**src/include/flash_seq_pkg.sv**
```systemverilog
package flash_seq_pkg;
  // ==========================================================
  // Control register layout
  localparam int KEY_MSB = 7;
  localparam int KEY_LSB = 4;
  localparam int MAP_BIT = 3;
  localparam int SPACE_MSB = 2;
  localparam int SPACE_LSB = 1;
  localparam int BUSY_BIT = 0;
  localparam logic [3:0] KEY_ARM = 4'h5;
  localparam logic [3:0] KEY_FIRE = 4'ha;
  localparam logic [7:0] CTRL_RESET = 8'h00;
  // ==========================================================
  // Register indexes on the plain port
  localparam logic [1:0] ADDR_FLASH_CTRL = 2'h0;
  localparam logic [1:0] ADDR_AUX1 = 2'h1;
  localparam logic [1:0] ADDR_AUX = 2'h2;
  localparam logic [1:0] ADDR_LOCK = 2'h3;
  localparam int BOOT_MAP_BIT = 0;
  localparam int EXT_RAM_BIT = 1;
  // ==========================================================
  // Address map
  localparam logic [15:0] USER_TOP = 16'h7fff;
  localparam logic [15:0] EXTRA_ROW_BASE = 16'hff80;
  localparam logic [15:0] BOOT_BASE = 16'hf800;
  localparam logic [15:0] SEC_ADDR = 16'h0000;
  localparam int OFS_MSB = 6;
  localparam int PAGE_MSB = 14;
  localparam int PAGE_LSB = 7;
  localparam int PAGE_BYTES = 128;
  localparam logic [2:0] LOCK_RESET = 3'h4;
  // ==========================================================
  // Timing
  localparam int CLK_HZ = 20_000_000;
  localparam int ERASE_US = 10;
  localparam int PROG_US = 10;
  localparam int ERASE_CYC = ERASE_US * (CLK_HZ / 1_000_000);
  localparam int PROG_CYC = PROG_US * (CLK_HZ / 1_000_000);

  typedef enum logic [1:0] {
    SP_USER = 2'b00,
    SP_EXTRA_ROW = 2'b01,
    SP_SEC = 2'b10,
    SP_RSVD = 2'b11
  } space_t;

  typedef enum logic [1:0] {
    ST_IDLE = 2'b00,
    ST_ERASE = 2'b01,
    ST_PROG = 2'b10
  } phase_t;

  typedef struct packed {
    logic [1:0] addr;
    logic [7:0] wdata;
    logic wr;
    logic rd;
  } reg_req_t;

  typedef struct packed {
    logic [15:0] addr;
    logic [7:0] wdata;
    logic xwr;
    logic xrd;
    logic crd;
    logic from_boot;
    logic from_ext;
  } cpu_req_t;

  typedef struct packed {
    logic latch_wr;
    logic xram_wr;
    logic xram_rd;
    logic user_rd;
    logic extra_row_rd;
    logic sec_rd;
    logic boot_rd;
    logic ext_rd;
    logic barred;
    logic [15:0] addr;
  } route_t;
endpackage

```
**src/verilog/user_flash_program_sequencer.sv**
```systemverilog
// What this block does
// - Latch-map set: data writes 0000h-7FFFh go to the column latches
// - Address bits 6:0 pick latch byte, bits 14:7 pick the page
// - Latch-map select wins over the external RAM select
// - After reset the user array is read-only through code reads
// - Space select maps code reads: user, extra row, security byte, reserved
// - Launch only after key 5 then key A in control bits 7:4
// - Key A acts per space select; reserved space and key 5 do nothing
// - One instruction between the two key writes is allowed; a second one aborts the launch
// - Busy flag high during erase and program, cleared at completion
// - Boot-map enable maps boot flash at F800h-FFFFh in code space
// - One to 128 latch loads accepted, loaded bytes tracked
// - Launch erases then programs only loaded bytes of the page
// - Page of the latest latch load is the target page
// - Launch honoured only when the key A write runs from boot flash
// - Three lock bits give levels 1-4, default level 4
// - Levels 2-4 bar external reads; level 4 blocks roll-over execution
// - Control: key 7:4, latch map 3, space 2:1, busy 0
// - Busy bit is hardware only; software writes ignored
module user_flash_program_sequencer #(
  parameter int ERASE_CYCLES = flash_seq_pkg::ERASE_CYC,
  parameter int PROG_CYCLES = flash_seq_pkg::PROG_CYC
) (
  input wire logic sys_clk,
  input wire logic nrst,
  input wire flash_seq_pkg::reg_req_t reg_req,
  output logic [7:0] reg_rdata,
  input wire flash_seq_pkg::cpu_req_t cpu_req,
  input wire logic instr_done,
  output flash_seq_pkg::route_t route,
  output logic [7:0] latch_rdata,
  output logic prog_start,
  output logic prog_busy_flag,
  output logic [1:0] prog_space,
  output logic [7:0] prog_page,
  output logic [flash_seq_pkg::PAGE_BYTES-1:0] prog_mask,
  output logic erase_phase,
  output logic ext_access_latched
);
  // ==========================================================
  // State
  typedef struct packed {
    logic [3:0] launch_key;
    logic latch_map_select;
    logic [1:0] space_select;
    logic boot_map_enable;
    logic ext_ram_select;
    logic [2:0] lock_bits;
    logic armed;
    logic arm_gap;
    flash_seq_pkg::phase_t phase;
    logic [15:0] count;
    logic [1:0] op_space;
    logic [7:0] page;
    logic [flash_seq_pkg::PAGE_BYTES-1:0] loaded;
    logic start;
    logic ea_latched;
    logic ea_caught;
    logic [7:0] rdata;
    logic [7:0] ldata;
    flash_seq_pkg::route_t route;
    logic busy;
    logic erasing;
  } state_t;

  state_t state_reg;
  state_t state_next;
  logic [7:0] latch_mem [flash_seq_pkg::PAGE_BYTES];
  logic [6:0] ofs;

  // Level from lock bits: 1 none, 2..4 one programmed bit each
  function automatic logic [2:0] lock_level(input logic [2:0] lb);
    logic [2:0] lvl;
    lvl = 3'h1;
    if (lb[2]) begin
      lvl = 3'h4;
    end else if (lb[1]) begin
      lvl = 3'h3;
    end else if (lb[0]) begin
      lvl = 3'h2;
    end
    return lvl;
  endfunction

  assign ofs = cpu_req.addr[flash_seq_pkg::OFS_MSB:0];

  // ==========================================================
  // Next state
  always_comb begin
    logic busy;
    logic [3:0] key;
    logic is_key_wr;
    logic [2:0] lvl;
    logic in_user;
    busy = 1'b0;
    key = reg_req.wdata[flash_seq_pkg::KEY_MSB:flash_seq_pkg::KEY_LSB];
    is_key_wr = 1'b0;
    lvl = lock_level(state_reg.lock_bits);
    in_user = cpu_req.addr <= flash_seq_pkg::USER_TOP;
    state_next = state_reg;
    state_next.start = 1'b0;
    busy = state_reg.phase != flash_seq_pkg::ST_IDLE;

    if (!state_reg.ea_caught) begin
      state_next.ea_caught = 1'b1;
      state_next.ea_latched = cpu_req.from_ext && (lvl >= 3'h2);
    end

    // The second completed instruction after arming closes the pair; the first only marks the gap
    if (instr_done && state_reg.armed && !state_reg.arm_gap) begin
      state_next.arm_gap = 1'b1;
    end else if (instr_done && state_reg.arm_gap) begin
      state_next.armed = 1'b0;
      state_next.arm_gap = 1'b0;
    end

    // Register writes
    if (reg_req.wr) begin
      unique case (reg_req.addr)
        flash_seq_pkg::ADDR_FLASH_CTRL: begin
          state_next.latch_map_select = reg_req.wdata[flash_seq_pkg::MAP_BIT];
          state_next.space_select =
            reg_req.wdata[flash_seq_pkg::SPACE_MSB:flash_seq_pkg::SPACE_LSB];
          state_next.launch_key = key;
          is_key_wr = !busy;
        end
        flash_seq_pkg::ADDR_AUX1: begin
          state_next.boot_map_enable = reg_req.wdata[flash_seq_pkg::BOOT_MAP_BIT];
        end
        flash_seq_pkg::ADDR_AUX: begin
          state_next.ext_ram_select = reg_req.wdata[flash_seq_pkg::EXT_RAM_BIT];
        end
        flash_seq_pkg::ADDR_LOCK: begin
          // Lock bits change only through parallel mode, never here
        end
      endcase
    end

    if (is_key_wr) begin
      state_next.arm_gap = 1'b0;
      if (key == flash_seq_pkg::KEY_ARM) begin
        state_next.armed = 1'b1;
      end else begin
        state_next.armed = 1'b0;
        if (key == flash_seq_pkg::KEY_FIRE && state_reg.armed &&
            cpu_req.from_boot &&
            state_next.space_select != flash_seq_pkg::SP_RSVD) begin
          state_next.phase = flash_seq_pkg::ST_ERASE;
          state_next.op_space = state_next.space_select;
          state_next.count = 16'h0000;
          state_next.start = 1'b1;
        end
      end
    end

    // Erase of loaded bytes, then program, then release the latches
    unique case (state_reg.phase)
      flash_seq_pkg::ST_IDLE: begin
      end
      flash_seq_pkg::ST_ERASE: begin
        state_next.count = state_reg.count + 16'h0001;
        if (state_reg.count == 16'(ERASE_CYCLES - 1)) begin
          state_next.phase = flash_seq_pkg::ST_PROG;
          state_next.count = 16'h0000;
        end
      end
      flash_seq_pkg::ST_PROG: begin
        state_next.count = state_reg.count + 16'h0001;
        if (state_reg.count == 16'(PROG_CYCLES - 1)) begin
          state_next.phase = flash_seq_pkg::ST_IDLE;
          state_next.loaded = '0;
        end
      end
      default: begin
        state_next.phase = flash_seq_pkg::ST_IDLE;
      end
    endcase

    // Routing of the current CPU access
    state_next.route = '0;
    state_next.route.addr = cpu_req.addr;
    if (cpu_req.xwr) begin
      if (state_reg.latch_map_select && in_user && !busy) begin
        state_next.route.latch_wr = 1'b1;
        state_next.loaded[ofs] = 1'b1;
        state_next.page = cpu_req.addr[flash_seq_pkg::PAGE_MSB:flash_seq_pkg::PAGE_LSB];
      end else begin
        state_next.route.xram_wr = 1'b1;
      end
    end
    if (cpu_req.xrd) begin
      state_next.route.xram_rd = 1'b1;
    end
    if (cpu_req.crd) begin
      if (cpu_req.from_ext && lvl >= 3'h2) begin
        state_next.route.barred = 1'b1;
      end else if (cpu_req.from_ext && lvl == 3'h4 && !in_user) begin
        state_next.route.barred = 1'b1;
      end else if (state_reg.boot_map_enable &&
                   cpu_req.addr >= flash_seq_pkg::BOOT_BASE) begin
        state_next.route.boot_rd = 1'b1;
      end else begin
        unique case (flash_seq_pkg::space_t'(state_reg.space_select))
          flash_seq_pkg::SP_USER: begin
            state_next.route.user_rd = in_user;
            state_next.route.ext_rd = !in_user;
          end
          flash_seq_pkg::SP_EXTRA_ROW: begin
            state_next.route.extra_row_rd = cpu_req.addr >= flash_seq_pkg::EXTRA_ROW_BASE;
            state_next.route.user_rd = in_user;
          end
          flash_seq_pkg::SP_SEC: begin
            state_next.route.sec_rd = cpu_req.addr == flash_seq_pkg::SEC_ADDR;
          end
          flash_seq_pkg::SP_RSVD: begin
          end
        endcase
      end
    end

    // Register read data, one cycle later
    state_next.rdata = 8'h00;
    if (reg_req.rd) begin
      unique case (reg_req.addr)
        flash_seq_pkg::ADDR_FLASH_CTRL: begin
          state_next.rdata = {state_reg.launch_key, state_reg.latch_map_select,
                              state_reg.space_select, busy};
        end
        flash_seq_pkg::ADDR_AUX1: begin
          state_next.rdata[flash_seq_pkg::BOOT_MAP_BIT] = state_reg.boot_map_enable;
        end
        flash_seq_pkg::ADDR_AUX: begin
          state_next.rdata[flash_seq_pkg::EXT_RAM_BIT] = state_reg.ext_ram_select;
        end
        flash_seq_pkg::ADDR_LOCK: begin
          state_next.rdata = {5'h00, state_reg.lock_bits};
        end
      endcase
    end
    state_next.ldata = latch_mem[ofs];
    // Status outputs registered so they leave straight from flops
    state_next.busy = state_next.phase != flash_seq_pkg::ST_IDLE;
    state_next.erasing = state_next.phase == flash_seq_pkg::ST_ERASE;
  end

  // ==========================================================
  // Registers
  always_ff @(posedge sys_clk) begin
    if (!nrst) begin
      state_reg <= '0;
      state_reg.lock_bits <= flash_seq_pkg::LOCK_RESET;
      state_reg.phase <= flash_seq_pkg::ST_IDLE;
    end else begin
      state_reg <= state_next;
    end
  end

  // Latch array has no reset; only loaded bytes are ever used
  always_ff @(posedge sys_clk) begin
    if (state_next.route.latch_wr) begin
      latch_mem[ofs] <= cpu_req.wdata;
    end
  end

  assign reg_rdata = state_reg.rdata;
  assign route = state_reg.route;
  assign latch_rdata = state_reg.ldata;
  assign prog_start = state_reg.start;
  assign prog_busy_flag = state_reg.busy;
  assign prog_space = state_reg.op_space;
  assign prog_page = state_reg.page;
  assign prog_mask = state_reg.loaded;
  assign erase_phase = state_reg.erasing;
  assign ext_access_latched = state_reg.ea_latched;
endmodule

```
**config.mk**
```make
export PLATFORM = sky130hd
export DESIGN_NAME = user_flash_program_sequencer
export DESIGN_NICKNAME = d
export VERILOG_FILES = /design/src/include/flash_seq_pkg.sv /design/src/verilog/user_flash_program_sequencer.sv
export SDC_FILE = /design/constraint.sdc
export NUM_CORES = 1
export LEC_CHECK = 0
export BUFFER_PORTS_ARGS = -buffer_cell sky130_fd_sc_hd__buf_2
export CELL_PAD_IN_SITES_DETAIL_PLACEMENT = 0
export CELL_PAD_IN_SITES_GLOBAL_PLACEMENT = 1
export CORE_MARGIN = 2
export CORE_UTILIZATION = 40
export CTS_CLUSTER_SIZE = 40
export DETAILED_ROUTE_END_ITERATION = 16
export GPL_TIMING_DRIVEN = 0
export HOLD_SLACK_MARGIN = 0.15
export PLACE_DENSITY = 0.69
export REMOVE_ABC_BUFFERS = 1
export SYNTH_ARGS = -nofsm -noshare
export SYNTH_HDL_FRONTEND = slang
export SYNTH_SLANG_ARGS = --single-unit
```
**constraint.sdc**
```tcl
create_clock -name sys_clk -period 2.5 [get_ports sys_clk]
set_input_delay 0.5 -clock sys_clk [delete_from_list [all_inputs] [get_ports sys_clk]]
set_output_delay 0.5 -clock sys_clk [all_outputs]
set_load 0.1 [all_outputs]
```
# Word-level counts from Yosys, hierarchy flattened
# Memory sizes are Yosys's and may differ from the RTL's. A register that Yosys moved wholly into a read port is not among the register bits.
# Index checks and enable logic that the tools add are counted.
op_classes:
  n_addsub: 1
  n_mul: 0
  div: 0
  n_lt_le_gt_ge: 5
  n_eq_ne: 14
  shifts: 0
  mux: 36
  bitwise: 9
  reduce_logical: 43
op_table:
  columns: ["cell", "n"]
  rows:
  - ["128-bit 2-to-1 mux", 4]
  - ["128-bit OR", 1]
  - ["20-bit 2-to-1 mux", 2]
  - ["16-bit >= comparator, second input constant", 2]
  - ["16-bit case mux with 2 select lines", 1]
  - ["6-bit OR reduction", 4]
  - ["22-bit 2-to-1 mux", 1]
  - ["18-bit 2-to-1 mux", 1]
  - ["1-bit 2-to-1 mux", 17]
  - ["16-bit by 1-bit adder with 16-bit output, second input constant", 1]
  - ["16-bit by 8-bit equality test with 1-bit output, second input constant", 1]
  - ["16-bit by 15-bit less-or-equal comparator with 1-bit output, second input constant", 1]
  - ["16-bit logical NOT", 1]
  - ["2-bit AND reduction", 8]
  - ["6-bit case mux with 2 select lines", 1]
  - ["1-bit logical AND", 11]
  - ["2-bit by 1-bit equality test with 1-bit output, second input constant", 4]
  - ["2-bit equality test, second input constant", 4]
  - ["7-bit by 8-bit less-than comparator with 1-bit output, second input constant", 1]
  - ["2-bit 2-to-1 mux", 4]
  - ["1-bit inverter", 8]
  - ["2-bit nonzero test", 4]
  - ["1-bit demux with 7-bit select", 1]
  - ["7-bit by 1-bit >= comparator with 1-bit output, second input constant", 1]
  - ["15 further kinds", 24]
totals:
  regBits: 205
  latch_bits: 0
  ramBits: 1024
  mem_bits_ro: 0
  input_bits: 44
  out_inout_bits: 183
  elab_cells: 137
  mem_count: 1
mem_list:
  columns: ["name", "depth", "width", "rd", "rd_clocked_by_memory_dff", "wr", "line", "source"]
  rows:
  - ["latch_mem", 128, 8, 1, 1, 1, "user_flash_program_sequencer.sv:68", "logic [7:0] latch_mem [flash_seq_pkg::PAGE_BYTES];"]

# Depth between registers and ports, before layout
# Gate-level depths: netlist of the first run.
depth:
  ltp_word: 11
  depth_mapped: 9
  ltp_nobuf: 8

# Worst setup path before layout of the first run
# OpenSTA, ideal clock, no wires.
synth_path:
  path_type: "input-to-reg"
  startpoint: "in cpu_req[13] (netlist bit)"
  endpoint: "mem latch_mem[35][0], enable pin"
  setup_time_ns: 0.374
  arrival_ns: 2.147
  slack_ns: -0.020
  stages: 7
  path_buffers: 5
  cell_sequence: "buf_2 -> buf_2 -> buf_2 -> buf_2 -> nand3b_1 -> clkbuf_1 -> nor2_1"
synth_between:
  elab_chain_cells: 7
synth_rtl:
  columns: ["item", "line", "source"]
  rows:
  - ["from (decl)", "user_flash_program_sequencer.sv:28", "input wire flash_seq_pkg::cpu_req_t cpu_req,"]
  - ["16-bit by 15-bit less-or-equal comparator with 1-bit output", "user_flash_program_sequencer.sv:99", "in_user = cpu_req.addr <= flash_seq_pkg::USER_TOP;"]
  - ["1-bit logical AND (2 in series)", "user_flash_program_sequencer.sv:183", "if (state_reg.latch_map_select && in_user && !busy) begin"]
  - ["1-bit 2-to-1 mux", "user_flash_program_sequencer.sv:183", null]
  - ["2-bit 2-to-1 mux", "user_flash_program_sequencer.sv:182", "if (cpu_req.xwr) begin"]
  - ["1-bit 2-to-1 mux", "user_flash_program_sequencer.sv:260", "if (state_next.route.latch_wr) begin"]
  - ["1-bit 2-to-1 mux (implied by the code)", "user_flash_program_sequencer.sv:261", "latch_mem[ofs] <= cpu_req.wdata;"]
  - ["to (decl)", "user_flash_program_sequencer.sv:68", null]
# Several ways; a longest one is shown, not always the timed one.

==> results.txt, run 1 <==
unrepaired setup endpoints after global routing: true
Critical R2R Capture: latch_mem[60][4]
Yosys top cell area share: 63.4%
vias post-DR: 27400
Die ar.: 124000 sq um
Hold Slack: 0.204 ns
total CTS buffers: 134
Power Total: 43.8 mW
via/cell ratio: 5.35
status: finished clean
utilization after layout: 48.6%
initial antenna violation count: 8
post-layout minimum cycle time: 2.48 ns
share of layout cells above drive strength 1: 21.8%
Hold Startpoint: cpu_req[1]
Die Y: 352 um
Max Freq: 402 MHz
Clock Skews: 0.0250 ns
maximum buffer depth of the clock tree: 3
DRC Markers: 0
Slew @ Worst Pin: 1.48 ns
Seq/Total Area, Yosys: 72.2%
gr usage total: 19.1%
CTS tree: built
WL per Instance: 23.7 um
Final GP Congestion: 0.788
IO buf count: 226
P&R area growth vs syn: 20.4%
total gr overflow: 0
Lkg Pwr: 20.4 nW
R2R setup slack: 0.05 ns
Area after DPL: 50400 sq um
Critical Path RT: 3.11 ns
Syn Std Cell Area: 48500 sq um
EDFF count, synth: 1024
initial core utilization: 40.4%
max-cap violations: 0
clock insertion delay at the later pin of the skew report: 0.73 ns
PD cells: 751 nW/um^2
# IOs: 227
synth warn: 0
Reg clk slew, reported paths: 0.06 ns
crit path launch type: input pin
Syn Area/Cell: 15.1 sq um
Yosys reg bits: 1237
Max VDD drop: 0.652 mV
First DRT Iteration DRCs: 2397
period utilisation layout: 99.4%
first-pass GRT wire length: 177 mm
vias in the first global route: 26400
nets: 3458
final setup vio count: 0
Distinct cells, synth: 53
predominant post-synthesis flop cell: edfxtp_1
Final Max Tran Viols: 0
H-Tree Level Count: 4
Critical Path Fanout Max: 39
Worst R2R Path Depth: 10
top post-synthesis cells by area: edfxtp_1 (63%), mux2i_1 (11%), dfxtp_1 (8.8%)
HP Class: input pin to flop
Min-Delay Path Depth: 6
Routed Antenna Nets: 0
Root Buffer: clkbuf_16
Synth top cells by count: edfxtp_1 (1024), mux2i_1 (516), o22ai_1 (256)
worst setup path category: input pin to flop
CTS Sinks: 1237
Routed WL: 121 mm
critical path data arrival time: 3.09 ns
Hold Path Sink: prog_space[1]
area leader, netlist: edfxtp_1
Design Area, Final: 58400 sq um
Post-DP HPWL: 70.0 mm
Row Count: 127
Post-Syn Instances: 3202
worst r2r src: state_reg[201]
DIE WIDTH: 352 um
FFs w/ async S/R, synth: 0%
most numerous cell in the Yosys netlist: edfxtp_1
Rel. slew slack: 1.07%
Fin. Hold Viols: 0
core area: 120000 sq um
crit end category: flop
largest net degree at the start of global routing: 107
Pre-Repair DR Iteration Count: 5
number of flip-flops in the largest register: 1024
==> how the worst max path moves through the flow <==
stage	from	to	cells after the start
floorplan	cpu_req[15]	latch_mem[2][0]	3
global placement	cpu_req[13]	latch_mem[1][6]	3
detailed placement	cpu_req[13]	latch_rdata[0]	9
CTS	state_reg[201]	latch_mem[63][3]	9
global route	state_reg[201]	latch_mem[65][0]	7
finish	cpu_req[13]	latch_rdata[4]	9
==> worst max-delay path, stage by stage <==
cell and delay [ns]:
buf_12 0.23, buf_16 0.24, buf_16 0.23, buf_16 0.32, mux2i_1 0.23, o22ai_1 0.10, o21ai_0 0.30, a41oi_2 0.31
o41a_1 0.50
==> cell families after synthesis <==
group / synth area share (%)
mux: 10.7
buf+inv: 4.44
compound gates: 7.36
fa+ha+maj: 0.232
simple gates: 4.90
flops: 72.2
xor+xnor: 0.199
==> layout by cell type, fill, tap and decap left out, drive strengths merged, types with 17 or more instances in the layout <==
| cell | count |
|---|---|
| nand2 | 69 |
| edfxtp | 1024 |
| dfxtp | 213 |
| clkbuf | 175 |
| a21oi | 129 |
| nor2 | 156 |
| nor2b | 128 |
| mux2i | 516 |
| o21ai | 134 |
| clkinv | 57 |
| inv | 17 |
| dlygate4sd3 | 36 |
| buf | 388 |
| a41oi | 32 |
| o22ai | 256 |
| a21boi | 17 |
| and2 | 34 |
==> metrics by stage <==
stage / instances / setup TNS, ns / worst slack (ns)
after floorplan: 2837 / -548.49 / -1.50
after global placement: 4675 / - / -18.57
after detailed placement: 4705 / -1812.04 / -1.85
after CTS: 5118 / -0.000532 / -0.000463
after global routing: 5128 / -1.03 / -0.0306
final: 5129 / 0 / 0.0151
==> area by class of cell <==
| type | count | area [sq um] |
|---|---|---|
| Clock buffer | 174 | 3670 |
| Inverter | 10 | 37.5 |
| Antenna cell | 1 | 2.50 |
| Multi-Input combinational cell | 1591 | 12600 |
| Tap cell | 1612 | 2020 |
| Clock inverter | 73 | 613 |
| Fill cell | 10100 | 61700 |
| Sequential cell | 1237 | 35000 |
| Timing Repair Buffer | 431 | 4400 |
==> routing by layer <==
layer  wire (um)  up-vias  GRT usage, %
li1            -    12500             -
met1       52500    13900          26.2
met2       58000      912          30.9
met3        8380      157          3.88
met4        2480        4          5.12
met5          21        -             0
==> power breakdown <==
group	internal (mW)	total, mW	switching [mW]
logic	0.701	2.26	1.56
clock network	11.2	19.2	7.98
registers	22.3	22.3	0.0293
==> timing repair <==
item	in CTS	in global routing
hold endpoints to repair	46	0
hold buffers	36	0
gates cloned	9	1
resized for setup	319	20
setup buffers	121	9
pin swaps	81	11
endpoints found under the setup margin	1175	696
Power figures use the tool's default switching activity.
==> inputs of run 2 (changes only) <==
--- a/config.mk
+++ b/config.mk
@@ -8,8 +8,10 @@
 export BUFFER_PORTS_ARGS = -buffer_cell sky130_fd_sc_hd__buf_2
 export CELL_PAD_IN_SITES_DETAIL_PLACEMENT = 0
 export CELL_PAD_IN_SITES_GLOBAL_PLACEMENT = 1
+export CORE_ASPECT_RATIO = 0.75
 export CORE_MARGIN = 2
 export CORE_UTILIZATION = 40
+export CTS_BUF_LIST = sky130_fd_sc_hd__clkbuf_2
 export CTS_CLUSTER_SIZE = 40
 export DETAILED_ROUTE_END_ITERATION = 16
 export GPL_TIMING_DRIVEN = 0
==> run 2 against run 1 <==
Effect of this change:
- die area hardly changed
- flip-flop and latch count did not move
- final cell count up 8.3%
- critical path depth fell by 8
- critical endpoint is now prog_mask[53]
- the run now ends with capacitance limit, setup timing left
==> results.txt, run 2 (synthesized netlist as in run 1, its figures left out) <==
first-pass GRT wire length: 186 mm (+4.9%)
gr usage total: 20.5% (+1.4 points)
PD cells: 632 nW/um^2 (-16%)
Fin. Hold Viols: 0 (unchanged)
Slew @ Worst Pin: 1.50 ns (+0.0143 ns)
Fill cells: 10000 (-0.71%)
clock insertion delay at the later pin of the skew report: 1.65 ns (+0.92 ns)
Slowest cell on crit path: dfxtp_2
Die Y: 305 um (-13%)
Cells after DPL: 4717 (+0.26%)
Root Buffer: clkbuf_2
vias post-DR: 29300 (+6.8%)
Pre-Repair DR Iteration Count: 5 (unchanged)
share of layout cells above drive strength 1: 31.9% (+10 points)
Worst R2R Path Depth: 5 (-5)
Die ar.: 124000 sq um (about the same)
vias in the first global route: 28600 (+8.2%)
commonest non-fill, non-tap cell in the layout: edfxtp_1
initial core utilization: 40.3% (about the same)
Critical Path RT: 2.00 ns (-1.11 ns)
unrepaired setup endpoints after global routing: true
Critical Path Fanout Max: 2 (-95%)
pre-CTS setup slack: -3.14 ns (-1.29 ns)
Max VDD drop: 0.477 mV (-27%)
CTS Sinks: 1237 (unchanged)
First DRT Iteration DRCs: 2294 (-4.3%)
Reg clk slew, reported paths: 0.11 ns (+0.05 ns)
most frequent cells in the layout: edfxtp_1 (1024), mux2i_1 (516), clkbuf_2 (472)
non-filler cells, final: 5554 (+8.3%)
DIE WIDTH: 406 um (+15%)
Post-DP HPWL: 71.1 mm (+1.5%)
maximum buffer depth of the clock tree: 4 (+1)
core area: 120000 sq um (about the same)
WL per Instance: 23.6 um (-0.36%)
Power Total: 38.2 mW (-13%)
critical path data arrival time: 2.22 ns (-0.87 ns)
H-Tree Level Count: 5 (+1)
Final Max Tran Viols: 0 (unchanged)
worst path cell trace: buf_12
Row Count: 110 (-13%)
post-layout minimum cycle time: 2.72 ns (+0.236 ns)
failing checks: capacitance limit, setup timing
CP max stage delay: 0.38 ns (-0.12 ns)
DRC Markers: 0 (unchanged)
HP Class: input pin to flop
R2R setup slack: 0.07 ns (+0.02 ns)
Max Freq: 368 MHz (-8.7%)
Final GP Congestion: 0.745 (-5.4%)
via/cell ratio: 5.27 (-1.4%)
Rel. slew slack: 0.113% (-0.95 points)
Clock Skews: 0.170 ns (+0.145 ns)
P&R area growth vs syn: 24.7%
largest net degree at the start of global routing: 97 (-9.3%)
Stages on worst setup path: 1 (-8)
max-cap violations: 1 (+1)
status: finished with violations
nets: 3754 (+8.6%)
IO buf count: 226 (unchanged)
period utilisation layout: 109% (+9.4 points)
crit-path leading delay family: flip-flops
Routed Antenna Nets: 0 (unchanged)
initial antenna violation count: 7 (-1)
crit end category: primary output
# IOs: 227 (unchanged)
Lkg Pwr: 21.5 nW (+5.4%)
number of flip-flops in the largest register: 1024 (unchanged)
Routed WL: 131 mm (+7.9%)
worst setup path category: flop to primary output
total gr overflow: 0 (unchanged)
crit path launch type: flop
CP Buf/Inv Count: 1 (-3)
total CTS buffers: 319 (+140%)
final setup vio count: 186 (+186)
worst setup margin: -0.221 ns (-0.236 ns)
Min-Delay Path Depth: 4 (-2)
CTS tree: built
-- run 2: cell count changes in the layout (fill, tap and decap cells not counted), sizes merged --
| cell | delta |
|---|---|
| clkbuf | +301 |
| buf | +13 |
| or2 | -1 |
| bufbuf | -1 |
| clkinvlp | +1 |
| bufinv | -6 |
| inv | -1 |
| clkinv | +4 |
| dlygate4sd3 | +95 |
| diode | +6 |
| nand2 | +2 |
-- run 2: where the power goes --
group,internal (mW),leakage (nW),switching [mW]
Sequential,22.3,11.0,0.0346
Combinational,0.927,8.36,1.63
Clock,5.19,2.13,8.16
Total,28.4,21.5,9.83
-- run 2: worst paths after layout --
path                                  startpoint              to
worst max register to register  latch_mem[41][4]  latch_rdata[4]
worst min-delay path                 cpu_req[24]       route[11]
worst min register to register    state_reg[185]  state_reg[185]
worst max-delay path               prog_mask[53]   prog_mask[53]
-- run 2: timing repair --
| action | in CTS | in global routing |
|---|---|---|
| cloned | 7 | 5 |
| hold buffers | 139 | 2 |
| pin swaps | 65 | 5 |
| endpoints found under the setup margin | 1357 | 644 |
| buffers inserted | 123 | 10 |
| gates resized for setup | 797 | 413 |
| endpoints found under the hold margin | 2246 | 3 |
-- run 2: metal layers --
metal  global-route usage [%]  part of all wire, %  vias to the layer above
li1                         -                    -                    13300
met1                     28.3                   44                    14500
met2                     30.6                   45                     1219
met3                     5.88                  8.5                      241
met4                     7.72                  2.5                        2
met5                        0                0.014                        -
-- run 2: final cells by class --
cell class | count | area (sq um) | area share, %
Antenna cell | 7 | 17.5 | 0.0290
Clock buffer | 472 | 2360 | 3.91
Clock inverter | 71 | 337 | 0.557
Inverter | 10 | 40.0 | 0.0662
Multi-Input combinational cell | 1592 | 12400 | 20.5
Sequential cell | 1237 | 35300 | 58.3
Tap cell | 1624 | 2030 | 3.36
Timing Repair Buffer | 541 | 7990 | 13.2
-- run 2: through the flow --
stage	hold WS [ns]	TNS (ns)	area, sq um	utilization, %
3_5_place_dp	0.449	-2699.68	50400	42.0
6_report	0.364	-23.08	60500	50.3
2_1_floorplan	0.430	-548.49	46400	-
4_1_cts	0.154	-72.15	58800	48.9
3_3_place_gp	0.457	-	49500	41.2
5_1_grt	0.249	-53.69	60500	50.3
-- run 2: worst reg2reg max path, stage by stage, from the launching register on --
cell,delay (ns)
edfxtp_1,0.37
mux2i_1,0.15
o22ai_1,0.13
o21ai_0,0.53
a41oi_1,0.47
o41a_1,0.63
